===== src/rtl/pphs_defines.vh =====
`ifndef PPHS_DEFINES_VH
`define PPHS_DEFINES_VH
// Register byte addresses
`define PPHS_ADDR_CONTROL 8'h00
`define PPHS_ADDR_STATUS 8'h04
`define PPHS_ADDR_MASK 8'h08
`define PPHS_ADDR_DATA 8'h0C
`define PPHS_ADDR_ICT 8'h10
// Control register fields
`define PPHS_CT_MODE_LSB 0
`define PPHS_CT_MODE_MSB 2
`define PPHS_CT_OVR_ACK 3
`define PPHS_CT_OVR_BUSY 4
`define PPHS_CT_F_ACK 5
`define PPHS_CT_F_BUSY 6
`define PPHS_CT_DMASEL 7
`define PPHS_CT_DMASK 8
`define PPHS_CT_CHAN 9
`define PPHS_CT_ACKNOWLEDGE_PULSE_LENGTH_LSB 16
`define PPHS_CT_ACKNOWLEDGE_PULSE_LENGTH_MSB 23
`define PPHS_CT_RESET 32'h0001_0000
// Mode encodings
`define PPHS_MODE_NONE 3'h0
`define PPHS_MODE_COMPAT 3'h1
// Status register fields
`define PPHS_ST_EDGE_LSB 0
`define PPHS_ST_LEVEL_LSB 8
`define PPHS_ST_REQ 14
// Mask register: 8 edge masks, plus command and init condition masks
`define PPHS_MK_CMD 8
`define PPHS_MK_INIT 9
// Interrupt control register bit
`define PPHS_ICT_DATA 0
`endif


===== src/rtl/pphs_edge_det.v =====
module pphs_edge_det (
  input wire clk,
  input wire resetn,
  input wire enable,
  input wire [3:0] level,
  input wire [7:0] clear,
  output reg [7:0] seen
);
  reg [3:0] prev;
  genvar i;
  always @(posedge clk) begin
    if (!resetn) begin
      prev <= 4'h0;
    end else begin
      prev <= level;
    end
  end
  generate
    for (i = 0; i < 4; i = i + 1) begin : g_edge
      // Sticky rise and fall bits, an edge beats a clear
      always @(posedge clk) begin
        if (!resetn) begin
          seen[2*i] <= 1'b0;
          seen[2*i+1] <= 1'b0;
        end else begin
          if (enable && level[i] && !prev[i]) begin
            seen[2*i] <= 1'b1;
          end else if (clear[2*i]) begin
            seen[2*i] <= 1'b0;
          end
          if (enable && !level[i] && prev[i]) begin
            seen[2*i+1] <= 1'b1;
          end else if (clear[2*i+1]) begin
            seen[2*i+1] <= 1'b0;
          end
        end
      end
    end
  endgenerate
endmodule


===== src/rtl/pphs_ack_timer.v =====
module pphs_ack_timer (
  input wire clk,
  input wire resetn,
  input wire start,
  input wire [7:0] length,
  output reg active,
  output reg done
);
  reg [7:0] count;
  always @(posedge clk) begin
    if (!resetn) begin
      active <= 1'b0;
      done <= 1'b0;
      count <= 8'h00;
    end else begin
      done <= 1'b0;
      if (start && !active) begin
        active <= 1'b1;
        count <= (length == 8'h00) ? 8'h01 : length;
      end else if (active) begin
        if (count == 8'h01) begin
          active <= 1'b0;
          done <= 1'b1;
        end
        count <= count - 8'h01;
      end
    end
  end
endmodule


===== src/rtl/pphs_port.v =====
// Chosen here: the register offsets and the plain strobed port.
`include "pphs_defines.vh"

// Summary of operation
// - Mode field selects handshake protocol
// - Override bits drive ack and busy directly
// - Mode zero: levels only, no edges
// - Enabled edges and conditions raise control interrupt
// - Mode one gives automatic forward handshake
// - Strobe true edge sets busy, request
// - Latch strobe pulses on host strobe in mode one
// - Data read starts programmed acknowledge pulse
// - Busy drops when acknowledge pulse ends
// - Autofeed level readable in status
// - Ack length counts clocks, 1 to 255
// - Masked, non-DMA request sets data interrupt
// - DMA select routes request to channel
// - Eight edge status bits in status
// - Edges use uninverted pin level
// - Transfer clears pending request
// - Data address drives external latch enables
module pphs_port (
  input wire clk,
  input wire resetn,
  input wire [7:0] addr,
  input wire [31:0] wdata,
  input wire wr,
  input wire rd,
  output reg [31:0] rdata,
  input wire host_strobe_in,
  input wire host_autofeed_in,
  input wire host_select_in,
  input wire host_restart_in,
  input wire ecp_command_cond,
  input wire device_init_cond,
  input wire dma_ack,
  output reg peripheral_ack_out,
  output reg peripheral_busy_out,
  output reg external_latch_strobe,
  output reg latch_output_enable,
  output reg latch_write_enable,
  output reg port_control_interrupt,
  output reg data_interrupt,
  output reg dma_request,
  output reg dma_channel_select,
  output reg dma_to_device,
  output reg [2:0] port_protocol_select
);
  reg [31:0] port_control_reg;
  reg [9:0] irq_mask;
  reg transfer_request_status;
  reg auto_busy;
  reg prev_strobe;
  reg data_irq_flag;
  wire [7:0] edge_seen;
  wire ack_active;
  wire ack_done;
  wire [3:0] pins;
  wire compat;
  wire no_mode;
  wire ack_software_override;
  wire busy_software_override;
  wire forced_acknowledge_bit;
  wire forced_busy_bit;
  wire dma_request_select;
  wire data_interrupt_mask;
  wire [7:0] acknowledge_pulse_length;
  wire data_read;
  wire data_write;
  wire host_read;
  wire strobe_rise;
  wire [7:0] edge_clear;
  wire [7:0] port_status_reg_edges;
  reg [31:0] next_rdata;

  assign pins = {host_restart_in, host_select_in, host_autofeed_in, host_strobe_in};
  assign compat = port_control_reg[`PPHS_CT_MODE_MSB:`PPHS_CT_MODE_LSB] == `PPHS_MODE_COMPAT;
  assign no_mode = port_control_reg[`PPHS_CT_MODE_MSB:`PPHS_CT_MODE_LSB] == `PPHS_MODE_NONE;
  assign ack_software_override = port_control_reg[`PPHS_CT_OVR_ACK];
  assign busy_software_override = port_control_reg[`PPHS_CT_OVR_BUSY];
  assign forced_acknowledge_bit = port_control_reg[`PPHS_CT_F_ACK];
  assign forced_busy_bit = port_control_reg[`PPHS_CT_F_BUSY];
  assign dma_request_select = port_control_reg[`PPHS_CT_DMASEL];
  assign data_interrupt_mask = port_control_reg[`PPHS_CT_DMASK];
  assign acknowledge_pulse_length =
    port_control_reg[`PPHS_CT_ACKNOWLEDGE_PULSE_LENGTH_MSB:`PPHS_CT_ACKNOWLEDGE_PULSE_LENGTH_LSB];
  assign data_read = rd && (addr == `PPHS_ADDR_DATA);
  assign data_write = wr && (addr == `PPHS_ADDR_DATA);
  assign host_read = data_read || (dma_ack && dma_request);
  assign strobe_rise = host_strobe_in && !prev_strobe;
  assign edge_clear = (wr && addr == `PPHS_ADDR_STATUS) ? wdata[7:0] : 8'h00;
  assign port_status_reg_edges = edge_seen;

  pphs_edge_det u_edge (
    .clk(clk),
    .resetn(resetn),
    .enable(!no_mode),
    .level(pins),
    .clear(edge_clear),
    .seen(edge_seen)
  );

  pphs_ack_timer u_ack (
    .clk(clk),
    .resetn(resetn),
    .start(compat && host_read),
    .length(acknowledge_pulse_length),
    .active(ack_active),
    .done(ack_done)
  );

  // Register writes
  always @(posedge clk) begin
    if (!resetn) begin
      port_control_reg <= `PPHS_CT_RESET;
      irq_mask <= 10'h000;
    end else if (wr) begin
      if (addr == `PPHS_ADDR_CONTROL) begin
        port_control_reg <= wdata;
      end
      if (addr == `PPHS_ADDR_MASK) begin
        irq_mask <= wdata[9:0];
      end
    end
  end

  // Compatibility handshake state
  always @(posedge clk) begin
    if (!resetn) begin
      prev_strobe <= 1'b0;
      transfer_request_status <= 1'b0;
      auto_busy <= 1'b0;
      data_irq_flag <= 1'b0;
    end else begin
      prev_strobe <= host_strobe_in;
      if (compat && strobe_rise) begin
        transfer_request_status <= 1'b1;
      end else if (host_read) begin
        transfer_request_status <= 1'b0;
      end
      if (compat && strobe_rise) begin
        auto_busy <= 1'b1;
      end else if (ack_done || !compat) begin
        auto_busy <= 1'b0;
      end
      if (compat && strobe_rise && data_interrupt_mask && !dma_request_select) begin
        data_irq_flag <= 1'b1;
      end else if (wr && addr == `PPHS_ADDR_ICT && wdata[`PPHS_ICT_DATA]) begin
        data_irq_flag <= 1'b0;
      end
    end
  end

  // Registered outputs
  always @(posedge clk) begin
    if (!resetn) begin
      peripheral_ack_out <= 1'b0;
      peripheral_busy_out <= 1'b0;
      external_latch_strobe <= 1'b0;
      latch_output_enable <= 1'b0;
      latch_write_enable <= 1'b0;
      port_control_interrupt <= 1'b0;
      data_interrupt <= 1'b0;
      dma_request <= 1'b0;
      dma_channel_select <= 1'b0;
      dma_to_device <= 1'b0;
      port_protocol_select <= 3'h0;
      rdata <= 32'h0000_0000;
    end else begin
      peripheral_ack_out <= ack_software_override ? forced_acknowledge_bit :
        ack_active;
      peripheral_busy_out <= busy_software_override ? forced_busy_bit :
        ((auto_busy && !ack_done) || (compat && strobe_rise));
      external_latch_strobe <= compat && host_strobe_in;
      latch_output_enable <= host_read;
      latch_write_enable <= data_write;
      port_control_interrupt <= |(edge_seen & irq_mask[7:0]) ||
        (ecp_command_cond && irq_mask[`PPHS_MK_CMD]) ||
        (device_init_cond && irq_mask[`PPHS_MK_INIT]);
      data_interrupt <= data_irq_flag;
      dma_request <= dma_request_select && transfer_request_status &&
        !(dma_ack && dma_request);
      dma_channel_select <= port_control_reg[`PPHS_CT_CHAN];
      dma_to_device <= !compat && !no_mode;
      port_protocol_select <=
        port_control_reg[`PPHS_CT_MODE_MSB:`PPHS_CT_MODE_LSB];
      rdata <= next_rdata;
    end
  end

  // Read mux, data window returns zero since the latch answers externally
  always @* begin
    next_rdata = 32'h0000_0000;
    if (rd) begin
      case (addr)
        `PPHS_ADDR_CONTROL: next_rdata = port_control_reg;
        `PPHS_ADDR_STATUS: begin
          next_rdata[7:0] = port_status_reg_edges;
          next_rdata[11:8] = pins;
          next_rdata[12] = peripheral_busy_out;
          next_rdata[13] = peripheral_ack_out;
          next_rdata[`PPHS_ST_REQ] = transfer_request_status;
        end
        `PPHS_ADDR_MASK: next_rdata[9:0] = irq_mask;
        `PPHS_ADDR_ICT: next_rdata[`PPHS_ICT_DATA] = data_irq_flag;
        default: next_rdata = 32'h0000_0000;
      endcase
    end
  end
endmodule


===== config.mk =====
export PLATFORM = sky130hd
export DESIGN_NAME = pphs_port
export DESIGN_NICKNAME = d
export VERILOG_FILES = /design/src/rtl/pphs_edge_det.v /design/src/rtl/pphs_ack_timer.v /design/src/rtl/pphs_port.v
export VERILOG_INCLUDE_DIRS = /design/src /design/src/rtl
export SDC_FILE = /design/constraint.sdc
export NUM_CORES = 1
export LEC_CHECK = 0
export ABC_AREA = 0
export BUFFER_PORTS_ARGS = -buffer_cell sky130_fd_sc_hd__buf_2
export CAP_MARGIN = 20
export CORE_MARGIN = 4
export CORE_UTILIZATION = 30
export DETAILED_ROUTE_END_ITERATION = 12
export REMOVE_ABC_BUFFERS = 1
export SLEW_MARGIN = 40
export SYNTH_ARGS = -nofsm -noshare
export SYNTH_HDL_FRONTEND = slang
export SYNTH_SLANG_ARGS = --single-unit
export TNS_END_PERCENT = 30

===== constraint.sdc =====
create_clock -name clk -period 2 [get_ports clk]
set_input_delay 0.2 -clock clk [delete_from_list [all_inputs] [get_ports clk]]
set_output_delay 0.2 -clock clk [all_outputs]
set_load 0.01 [all_outputs]

== Word level (Yosys, flattened, before mapping) ==
Index checks and enable logic that the tools add are counted.
Storage, ports and cells
  register bits after elaboration: 113
  bits in latches: 0
  memory bits (writable): 0
  bits in read-only memories: 0
  input port bits: 51
  output and inout bits: 45
  logic and storage cells: 152
  memories kept: 0
Operators by class
  add/sub/neg operators: 1
  multipliers: 0
  divide/modulo/power cells: 0
  order comparisons: 0
  eq/ne operators: 6
  shifts and indexed selects: 0
  multiplexer cells: 35
  bitwise operators: 3
  reductions and logical operators: 76
Operators by type and width (count)
  logical AND 1 bit: 35
  2-to-1 mux 8 bit: 4
  2-to-1 mux 1 bit: 28
  case mux 9 bit (3 select lines): 1
  nonzero test 2 bit: 12
  == test 8 x 4 -> 1 bit (second input constant): 2
  logical NOT 8 bit: 2
  logical NOT 1 bit: 15
  case mux 5 bit (2 select lines): 1
  bitwise AND 8 bit: 1
  == test 8 x 1 -> 1 bit (second input constant): 1
  == test 8 x 3 -> 1 bit (second input constant): 1
  == test 8 x 5 -> 1 bit (second input constant): 1
  OR reduction 8 bit: 1
  subtractor 8 x 1 -> 8 bit (second input constant): 1
  AND reduction 2 bit: 3
  logical OR 1 bit: 5
  case mux 1 bit (4 select lines): 1
  == test 3 x 1 -> 1 bit (second input constant): 1
  logical NOT 3 bit: 1
  AND reduction 3 bit: 1
  OR reduction 3 bit: 1
  inverter 1 bit: 2

== Depth between registers and ports, before layout ==
Gate-level depths: netlist of the first run.
  depth after elaboration: 6
  depth in mapped cells: 7
  depth with buffers taken out: 6

== Hierarchy ==
Synthesis of the first run repeated with hierarchy kept, for this count alone.
Unflattened totals
  cells, all modules: 457
  area total of the unflattened synthesis: 4453.0 um^2
By module, submodules not included
  pphs_port: instances 1, cells an instance 349, area an instance 3463.3 um^2, seq. area each 1821.7 um^2
  pphs_ack_timer: instances 1, cells an instance 65, area an instance 549.3 um^2, seq. area each 200.2 um^2
  pphs_edge_det: instances 1, cells an instance 43, area an instance 440.4 um^2, seq. area each 240.2 um^2

== Worst setup path after synthesis of the first run ==
OpenSTA, ideal clock, no wires.
  path kind: reg-to-reg
  start: register port_control_reg[0]
  end: register u_ack.count[5]
  arrival: 1.525 ns
  required time: 1.880 ns
  path slack: 0.356 ns
  stages on the path, launching flop included: 5
  path through: dfxtp_1 -> or3b_2 -> nor2_1 -> a221oi_1 -> o31a_1
Between the ends
  word-level cells in the longest chain between the ends: 4
  elaborated cells between the ends (all ways): 5
  classes of those cells: eq/ne: 1; mux: 1; reduce/logical: 3
Ends and longest elaborated chain
  start: declaration: line pphs_port.v:49  | reg [31:0] port_control_reg;
  start signal: assignment: line pphs_port.v:115  | port_control_reg <= `PPHS_CT_RESET;
  start signal: assignment: line pphs_port.v:119  | port_control_reg <= wdata;
  == test 3 x 1 -> 1 bit (no line) *
  logical AND 1 bit *: line pphs_port.v:106  | .start(compat && host_read),
  logical AND 1 bit *: line pphs_ack_timer.v:17  | if (start && !active) begin
  2-to-1 mux 8 bit or nonzero test 2 bit (tied branches)
  end signal: assignment: line pphs_ack_timer.v:19  | count <= (length == 8'h00) ? 8'h01 : length;
  end signal: assignment: line pphs_ack_timer.v:25  | count <= count - 8'h01;
  end: declaration: line pphs_ack_timer.v:9  | reg [7:0] count;
Every way passes the cells marked *; elsewhere a longest branch is shown, timed or not.
A chain may end at the register's enable or synchronous reset.

== Worst setup path after layout of the first run ==
  start: register u_ack.count[2]
  end: register u_ack.count[6]
Between the ends
  word-level cells in the longest chain between the ends: 3
Ends and longest elaborated chain
  subtractor 8 x 1 -> 8 bit: line pphs_ack_timer.v:25
  2-to-1 mux 8 bit: line pphs_ack_timer.v:20  | end else if (active) begin
  2-to-1 mux 8 bit: line pphs_ack_timer.v:17
Every way passes these cells. The select of a mux whose other input is x is not followed.

==> results.md, run 1 <==
* WL/cell at 15.0 µm
* Clk network pwr share at between 40 and 50%
* Slew Viols, Final at 0
* Post-Syn Area per Cell at around 9.2 µm²
* Synthesis-to-layout area growth at 24.5%
* Final Instance Area at around 5300 µm²
* Reg2reg start: u_ack.count[2]
* Core footprint at 13900 µm²
* Post-synthesis async set-or-reset flop share at 0%
* Maximum clock insertion buffer count at 2
* CTS buffer count at 9
* Routability cong. at about 0.84
* Hold Crit Class: in -> reg
* CP Capture Type: flop
* CTS tree: yes
* EDFF count, synth at 0
* Worst Path Required at 2.29 ns
* Chip width at between 100 and 150 µm
* NetSw at a little over 900 µW
* Synth cell types at 52
* Crit. Startpoint: u_ack.count[2]
* Min Hold Slack at around 0.08 ns
* CTS H-tree lvls at 3
* Largest cells by area after synthesis: dfxtp_1, nand2_1, a21oi_1
* Largest net degree at the start of global routing at 33
* Root Driver: clkbuf_16
* PwrDens at approximately 820 nW/µm²
* Global Route Usage Sum at ~14%
* Min-delay src: wdata[16]
* Leakage power at 2.27 nW
* Cells after Synth at 462
* Setup bufs post-CTS at 0
* Global route overflow at 0
* Row Count at 43
* Slowest cell on the critical path: or4_1
* Arr. time, crit path at a little over 2 ns
* Number of max-cap violations at 0
* P_int at approximately 3.4 mW
* Most used routing layer: met2
* Yosys reg bits at ~110
* Setup TNS at 0 ns
* Critical path launch point type: flop
* Hold-fix buffer count after cts at 0
* M2 GR Usage at between 20% and 30%
* Clock-pin slew on the worst setup and hold paths at ~0.07 ns
* Final setup violating endpoints at 0
* DR vias/cell at a little under 5
* Status: completed
* Antenna Cells at 0
* Area after DPL at between 4000 and 5000 µm²
* Worst VDD drop at around 0.00046 V
* Commonest cells after routing, fill and taps aside: dfxtp_1, buf_2, nand2_1
* Sw frac at 21.4%
* Nets at around 610
* Routed WL at between 10 and 15 mm
* Synth area leader: dfxtp_1
* I/O pin cnt at 96
* Sequential area share after synthesis at 52.6%
* Final Hold Viols at 0
* Post-Syn Area at between 4000 and 5000 µm²
* Grt met3 use at roughly 3.3%
* Vias in the first global route at around 3600
* Slew at the pin with the worst max-slew slack at about 0.56 ns
* Synth Warn # at 0
* Tmin final at roughly 1.8 ns
* CP max FO at 6
* # clock sinks at ~110
* DRC Markers at 0
* Die Footprint at between 15000 and 20000 µm²
* Initial antenna violation count at 0
* Starting density of the core at roughly 30%
* Worst-Skew Late Latency at between 0.3 and 0.4 ns
* Max Freq at 570 MHz
* Starting DRT DRC Count at around 210
* Number of gates resized after cts at 0
* GRT met1 Usage at between 10% and 20%
* Final Skew at 0.00836 ns
* Worst-path cell chain: or4_1 > or3_1 > a31oi_1 > o221a_2
* Vias after detailed routing at 3638
* Post-route ant nets at 0
* Period utilization at 87.7%
* Top cell type's share of synthesized area at 52.6%
* Setup CP Type: reg -> reg
* HPWL after DPL at slightly above 8 mm
* PortBufs at 95
* Die Y at ~130 µm
* Slowest stage delay, CP at around 0.63 ns
* RSZ-0062 raised after global routing: no
* Seq pwr share at between 50% and 60%
* Comb power frac at 3.8%
* Most common cell after layout, fill and taps aside: dfxtp_1
* Drt first pass iters at 4
* First-pass GRT wire length at between 15 and 20 mm
* Synth Flop Type: dfxtp_1
* Ratio of cells with drive above 1 in the final layout at roughly a quarter
* Relative slew slack at 62.3%
-- logic make-up (layout without fill, tap and decap cells) --
kind of cell | after synthesis | after routing | synth area share, %
xor+xnor | 3 | 3 | 0.617
flops | 112 | 112 | 52.6
simple gates | 189 | 189 | 22.5
fa+ha+maj | 3 | 3 | 0.822
mux | 21 | 21 | 4.93
buf+inv | 37 | 138 | 3.67
compound gates | 97 | 97 | 14.9
-- cell type report --
| type | count | area, µm² |
|---|---|---|
| fill | 1398 | 8580 |
| sequential | 112 | 2240 |
| multi-input combinational | 313 | 1860 |
| timing repair buffer | 113 | 623 |
| clock buffer | 11 | 233 |
| tap | 180 | 225 |
| clock inverter | 5 | 86.3 |
| inverter | 9 | 33.8 |
-- final timing paths --
check | endpoint | depth (start not counted) | slack (ns)
setup reg to reg | u_ack.count[6] | 4 | 0.25
setup / recovery | u_ack.count[6] | 4 | 0.25
hold reg to reg | port_control_reg[30] | 2 | 0.45
hold / removal | port_control_reg[16] | 3 | 0.08
-- synth_stat cells, types with 6 or more instances --
cell / n
dfxtp_1: 112
nand2_1: 67
a21oi_1: 45
nor2_1: 40
and2_1: 24
mux2i_1: 21
clkbuf_1: 16
inv_1: 9
nor3b_1: 9
o21a_1: 9
a21boi_0: 8
buf_2: 8
nand3_1: 8
a22o_1: 7
nand4_1: 6
-- power groups by stage --
stage          clock network (mW)  registers [mW]  logic (mW)
2_1_floorplan                   0            2.29      0.0441
3_3_place_gp                    0            2.29       0.162
3_5_place_dp                    0            2.29       0.164
4_1_cts                      1.96            2.24       0.165
5_1_grt                      2.06            2.24       0.180
6_report                     1.94            2.24       0.164
-- per-layer routing --
metal  vias to the layer above  part of all wire, %
met4                         0                  1.7
li1                       1792                    -
met3                        15                  5.3
met5                         -                    0
met1                      1745                   45
met2                        86                   48
-- per-stage QoR --
stage	worst slack [ns]	util, %	cells	power [mW]
floorplan	0.0683	-	434	2.33
CTS	0.249	38.2	743	4.37
detailed placement	0.166	35.9	727	2.45
finish	0.245	38.2	743	4.34
global placement	0.185	35.9	727	2.45
global route	0.182	38.2	743	4.48
-- critical path: cells and delay by family (launching register included) --
family,cells,cell delay (ns)
and+or+nand+nor,2,0.97
AOI/OAI and AO/OA,2,0.37
DFF,1,0.36
Power figures use the tool's default switching activity.
==> inputs of run 2 (changes only) <==
--- a/config.mk
+++ b/config.mk
@@ -16,5 +16,6 @@
 export SLEW_MARGIN = 40
 export SYNTH_ARGS = -nofsm -noshare
 export SYNTH_HDL_FRONTEND = slang
+export SYNTH_HIERARCHICAL = 1
 export SYNTH_SLANG_ARGS = --single-unit
 export TNS_END_PERCENT = 30
==> results.md, run 2 <==
* NetSw at 1.18 mW (+28%)
* Max Freq at 549 MHz (-3.7%)
* Relative slew slack at 60.6% (-1.7 points)
* Most common cell after layout, fill and taps aside: dfxtp_1
* Largest cells by area after synthesis: dfxtp_1, mux2i_1, nand2_1
* Post-Synth XOR/XNOR Area at 0.197% (-0.42 points)
* Synth Flop Type: dfxtp_1
* Chip width at 130 µm (+2.1%)
* Sw frac at 20.5% (-0.84 points)
* Routed WL at 11.5 mm (+3.0%)
* Setup CP Type: reg -> reg
* Fill count at 1443 (+3.2%)
* Drt first pass iters at 5 (+1)
* Routability cong. at 0.818 (-2.9%)
* Root Driver: clkbuf_16
* Ratio of cells with drive above 1 in the final layout at 26.4% (+2.4 points)
* CTS buffer count at 17 (+8)
* Initial antenna violation count at 0 (unchanged)
* Post-synthesis async set-or-reset flop share at 0% (unchanged)
* PwrDens at 991 nW/µm² (+21%)
* Slew at the pin with the worst max-slew slack at 0.586 ns (+0.0219 ns)
* Clk network pwr share at 57.4% (+13 points)
* Largest family of logic cells by synthesized area: simple AND/OR/NAND/NOR gates
* Die Y at 130 µm (+2.1%)
* Leakage power at 2.54 nW (+12%)
* Final Skew at 0.00853 ns (+0.000174 ns)
* Clock-pin slew on the worst setup and hold paths at 0.06 ns (about the same)
* Number of max-cap violations at 0 (unchanged)
* Pre-CTS setup slack at 0.140 ns (-0.0254 ns)
* Row Count at 44 (+2.3%)
* Vias after detailed routing at 3656 (+0.49%)
* Arr. time, crit path at 2.10 ns (+0.05 ns)
* Post-synthesis compound-gate area fraction at 7.25% (-7.6 points)
* P_int at 4.58 mW (+34%)
* Hold-fix buffer count after cts at 0 (unchanged)
* Min-delay src: host_select_in
* DR vias/cell at 4.83 (-1.4%)
* # clock sinks at 113 (+0.89%)
* Starting DRT DRC Count at 271 (+28%)
* Final Hold Viols at 0 (unchanged)
* Hold depth at 2 (-1)
* Global Route Usage Sum at 14.0% (+0.41 points)
* Vias in the first global route at 3573 (-0.83%)
* HPWL after DPL at 8.01 mm (-2.1%)
* I/O pin cnt at 96 (unchanged)
* Post-synthesis mux area share at 13.5% (+8.6 points)
* Nets at 613 (+0.33%)
* Worst Path Required at 2.27 ns (-0.02 ns)
* Comb power frac at 3.4% (-0.4 points)
* Die Footprint at 16900 µm² (+4.2%)
* Starting density of the core at 30.6% (-0.053 points)
* CTS tree: yes
* Tmin final at 1.82 ns (+0.0682 ns)
* CTS H-tree lvls at 4 (+1)
* Global route overflow at 0 (unchanged)
* First-pass GRT wire length at 18.2 mm (+2.7%)
* Final setup margin at 0.177 ns (-0.0682 ns)
* Post-Syn Area at 4450 µm² (+4.5%)
* Period utilization at 91.2% (+3.4 points)
* PortBufs at 95 (unchanged)
* Seq pwr share at 39.3% (-12 points)
* Synth Area in Adders at 0.562% (-0.26 points)
* Antenna Cells at 0 (unchanged)
* DRC Markers at 0 (unchanged)
* Core footprint at 14500 µm² (+4.7%)
* Cell with the most instances after synthesis: dfxtp_1
* Synth Area in Simple Gates at 23.6% (+1.2 points)
* Post-route ant nets at 0 (unchanged)
* Sequential area share after synthesis at 50.8% (-1.8 points)
* Flop-to-flop setup slack at 0.18 ns (-0.07 ns)
* Worst reg2reg path endpoint: u_ack/count[6]
* Synth area leader: dfxtp_1
* Commonest cells after routing, fill and taps aside: dfxtp_1, buf_2, nand2_1
* Slew Viols, Final at 0 (unchanged)
* Synthesis-to-layout area growth at 30.7%
* CP max FO at 7 (+1)
* EDFF count, synth at 0 (unchanged)
* Top cell type's share of synthesized area at 50.8% (-1.8 points)
* Post-Syn Area per Cell at 9.74 µm² (+5.7%)
* Maximum clock insertion buffer count at 2 (unchanged)
* Status: completed
* Critical path launch point type: flop
* WL/cell at 15.1 µm (+1.1%)
* Synth Warn # at 6 (+6)
* Worst VDD drop at 0.000689 V (+49%)
* Hold Crit Class: in -> reg
* Final setup violating endpoints at 0 (unchanged)
* R2R cell count at 6 (+2)
* Cells after Synth at 457 (-1.1%)
* Reg2reg start: port_control_reg[0]
* Hold Crit Endpoint: u_edge/prev[2]
* Largest net degree at the start of global routing at 31 (-6.1%)
* CP Capture Type: flop
* Synth cell types at 51 (-1.9%)
* RSZ-0062 raised after global routing: no
* Synth top cells by count: dfxtp_1, nand2_1, mux2i_1, and2_1, nor2_1
* Setup TNS at 0 ns (unchanged)
* Worst-Skew Late Latency at 0.41 ns (+0.06 ns)
* Yosys reg bits at 113 (+0.89%)
-- run 2: cell count changes after synthesis, sizes merged, moves of 5 or more --
| cell | delta |
|---|---|
| a21boi | -8 |
| a21oi | -39 |
| a2bb2oi | +9 |
| and2 | +7 |
| mux2i | +37 |
| nand2 | +24 |
| nand3b | +7 |
| nand4 | -5 |
| nand4b | +8 |
| nor2 | -23 |
| nor3 | +6 |
| nor3b | -6 |
| o21a | -9 |
-- run 2: what timing repair did --
action / 4_1_cts / 5_1_grt
buffers inserted: 0 / 0
hold endpoints to repair: 0 / 0
endpoints found under the setup margin: 0 / 3
resized for setup: 0 / 1
-- run 2: layer usage --
layer | routed length (µm) | GRT usage (%)
met1 | 5180 | 18.0
met2 | 5360 | 21.4
met3 | 702 | 5.24
met4 | 223 | 5.62
met5 | 0 | 0
-- run 2: critical path: stages, from the launching register on --
cell,delay [ns]
dfxtp_1,0.36
or3b_2,0.52
a21oi_1,0.23
buf_4,0.20
nand2b_1,0.11
o311ai_0,0.12
a31oi_1,0.15
-- run 2: power by group through the flow --
stage | Sequential, mW | Combinational, mW | Clock [mW]
floorplan | 2.31 | 0.0599 | 0
global placement | 2.31 | 0.190 | 0
detailed placement | 2.31 | 0.194 | 0
CTS | 2.26 | 0.195 | 3.37
global route | 2.26 | 0.213 | 3.50
finish | 2.26 | 0.193 | 3.31
-- run 2: through the flow --
step,cells,power (mW),utilization (%),hold WS [ns],area (µm²)
after floorplan,431,2.37,-,0.279,4320
after global placement,725,2.50,35.5,0.436,5160
after detailed placement,725,2.50,35.5,0.440,5160
after CTS,757,5.83,40.0,0.00422,5820
after global routing,757,5.97,40.0,0.0254,5820
final,757,5.76,40.0,0.0241,5820
-- run 2: cell families after synthesis --
| family | count (synthesis) |
|---|---|
| adders and majority gates | 2 |
| muxes | 60 |
| and+or+nand+nor | 200 |
| buffers and inverters | 38 |
| AOI/OAI and AO/OA | 43 |
| DFF | 113 |
| xor gates and xnor gates | 1 |
-- run 2: layout make-up --
type	count	area, µm²	area share, %
Clock buffer	19	443	7.61
Multi-Input combinational cell	306	2010	34.6
Tap cell	184	230	3.96
Inverter	12	45.0	0.774
Sequential cell	113	2260	38.9
Clock inverter	13	209	3.59
Timing Repair Buffer	110	616	10.6
-- run 2: worst max-delay path by stage --
| stage | start | end | slack [ns] |
|---|---|---|---|
| 2_1_floorplan | addr[4] | port_control_reg[0] | -0.59 |
| 4_1_cts | port_control_reg[0] | u_ack/count[3] | 0.13 |
| 6_report | port_control_reg[0] | u_ack/count[6] | 0.18 |
| 5_1_grt | port_control_reg[0] | u_ack/count[6] | 0.03 |
| 3_3_place_gp | port_control_reg[0] | u_ack/count[7] | 0.22 |
| 3_5_place_dp | port_control_reg[0] | u_ack/count[3] | 0.14 |
==> inputs of run 3 (changes only) <==
==> constraint.sdc (replaced) <==
create_clock -name clk -period 2 [get_ports clk]
set_input_delay 0.1 -clock clk [delete_from_list [all_inputs] [get_ports clk]]
set_output_delay 0.1 -clock clk [all_outputs]
set_load 0.01 [all_outputs]
==> results.md, run 3 (synthesis gave the netlist of run 2 again) <==
* Maximum clock insertion buffer count at 2 (unchanged)
* Nets at 649 (+5.9%)
* Worst Path Required at 2.31 ns (+0.04 ns)
* Finished Layout Cells at 792 (+4.6%)
* Starting density of the core at 30.6% (unchanged)
* Final setup margin at 0.172 ns (-0.00521 ns)
* Met2 Wirelength at 5.29 mm (-1.3%)
* Setup TNS at 0 ns (unchanged)
* Routed WL at 11.4 mm (-0.22%)
* Relative slew slack at 57.9% (-2.8 points)
* Slew at the pin with the worst max-slew slack at 0.630 ns (+0.0443 ns)
* Slowest cell on the critical path: or3b_2
* Global route overflow at 0 (unchanged)
* Worst-Skew Late Latency at 0.41 ns (about the same)
* Placed instance count at 721 (-0.55%)
* CP Capture Type: flop
* Post-layout util at 42.1% (+2.0 points)
* Root Driver: clkbuf_16
* Pre-CTS setup slack at 0.132 ns (-0.00884 ns)
* Clock-pin slew on the worst setup and hold paths at 0.05 ns (about the same)
* Status: completed
* Setup CP Type: reg -> reg
* Comb power frac at 4.6% (+1.2 points)
* Initial antenna violation count at 0 (unchanged)
* Metal3 WL at 813 µm (+16%)
* Highest routed layer: met4
* Final setup violating endpoints at 0 (unchanged)
* First-pass GRT wire length at 18.3 mm (+0.15%)
* Clk network pwr share at 53.4% (-4.0 points)
* Final Skew at 0.00415 ns (-0.00438 ns)
* Period utilization at 91.4% (+0.26 points)
* # clock sinks at 113 (unchanged)
* Global Route Usage Sum at 13.8% (-0.24 points)
* Vias after detailed routing at 3758 (+2.8%)
* Most common cell after layout, fill and taps aside: dfxtp_1
* Seq pwr share at 42.0% (+2.7 points)
* CP max FO at 5 (-2)
* Post-route ant nets at 0 (unchanged)
* Buf+Inv Stages, Crit Path at 0 (-1)
* Ratio of cells with drive above 1 in the final layout at 23.4% (-3.0 points)
* Final Hold Viols at 0 (unchanged)
* Tmin final at 1.83 ns (+0.00521 ns)
* Drt first pass iters at 4 (-1)
* WL/cell at 14.4 µm (-4.6%)
* Setup bufs post-CTS at 0 (unchanged)
* P_int at 4.30 mW (-6.1%)
* Number of max-cap violations at 0 (unchanged)
* CTS buffer count at 17 (unchanged)
* Vias in the first global route at 3637 (+1.8%)
* Min Hold Slack at 0.0216 ns (-0.00248 ns)
* Die Footprint at 16900 µm² (unchanged)
* Worst VDD drop at 0.000595 V (-14%)
* Row Count at 44 (unchanged)
* Worst-path cell chain: or3b_2 > a21oi_1 > nor2b_2 > nand2_1 > a221oi_1
* CTS H-tree lvls at 4 (unchanged)
* Starting DRT DRC Count at 191 (-30%)
* DRC Markers at 0 (unchanged)
* HPWL after DPL at 7.85 mm (-1.9%)
* WL met1 at 5.12 mm (-1.2%)
* Arr. time, crit path at 2.14 ns (+0.04 ns)
* Chip width at 130 µm (unchanged)
* Max Freq at 547 MHz (-0.28%)
* Core footprint at 14500 µm² (unchanged)
* Slew Viols, Final at 0 (unchanged)
* Hold Crit Class: in -> reg
* I/O pin cnt at 96 (unchanged)
* Sw frac at 20.3% (-0.23 points)
* Die Y at 130 µm (unchanged)
* Final Instance Area at 6120 µm² (+5.1%)
* Antenna Cells at 0 (unchanged)
* Slowest stage delay, CP at 0.52 ns (about the same)
* Routability cong. at 0.819 (+0.13%)
* Leakage power at 2.66 nW (+5.0%)
* CTS tree: yes
* Synthesis-to-layout area growth at 37.3%
* Area after DPL at 5150 µm² (-0.34%)
* Commonest cells after routing, fill and taps aside: dfxtp_1, buf_2, nand2_1
* PortBufs at 95 (unchanged)
* Largest net degree at the start of global routing at 75 (+140%)
* Fill count at 1455 (+0.83%)
* PwrDens at 883 nW/µm² (-11%)
* Critical path launch point type: flop
* RSZ-0062 raised after global routing: no
* NetSw at 1.09 mW (-7.4%)
* PnR Total Power at 5.40 mW (-6.4%)
* DR vias/cell at 4.74 (-1.8%)
* Largest delay share family, worst path: simple AND/OR/NAND/NOR gates
## run 3: changes by cell type in the layout (fill, tap and decap cells not counted)
| cell | delta |
|---|---|
| dlygate4sd3_1 | +40 |
| buf_12 | +1 |
| clkinvlp_4 | -3 |
| clkbuf_1 | +4 |
| buf_4 | -5 |
| clkinv_4 | -2 |
| bufinv_16 | -3 |
| clkinv_2 | +2 |
| inv_6 | -1 |
| clkbuf_8 | +2 |
## run 3: worst min-delay path, delay by kind of cell
kind                   cells  cell delay (ns)
AND/OR/NAND/NOR            2             0.20
buffers and inverters      1             0.09
## run 3: area by class of cell
| cell class | count | area (µm²) | area share [%] |
|---|---|---|---|
| Sequential cell | 113 | 2260 | 37.0 |
| Multi-Input combinational cell | 306 | 2010 | 32.9 |
| Timing Repair Buffer | 146 | 998 | 16.3 |
| Clock buffer | 25 | 485 | 7.94 |
| Tap cell | 184 | 230 | 3.76 |
| Clock inverter | 6 | 80.1 | 1.31 |
| Inverter | 12 | 45.0 | 0.736 |
## run 3: metal layers
metal,vias to the layer above,track usage [%]
met4,0,5.87
met3,18,4.46
met5,-,0
met1,1764,17.4
met2,116,21.7
li1,1860,-
## run 3: power groups by stage
stage | clock network (mW) | logic [mW] | registers, mW
CTS | 2.95 | 0.250 | 2.26
finish | 2.88 | 0.249 | 2.27
detailed placement | 0 | 0.190 | 2.31
floorplan | 0 | 0.0599 | 2.31
global route | 3.07 | 0.273 | 2.26
global placement | 0 | 0.187 | 2.31
## run 3: worst paths after layout
kind | endpoint | depth (start not counted) | slack, ns | start
setup reg to reg | u_ack/count[3] | 5 | 0.17 | port_control_reg[0]
setup / recovery | u_ack/count[3] | 5 | 0.17 | port_control_reg[0]
hold / removal | latch_write_enable | 3 | 0.02 | addr[6]
hold reg to reg | rdata[25] | 1 | 0.45 | port_control_reg[25]
## run 3: repair_timing
action	CTS	global route
endpoints found under the setup margin	0	1
gates resized for setup	0	1
endpoints found under the hold margin	52	0
hold buffers	40	0
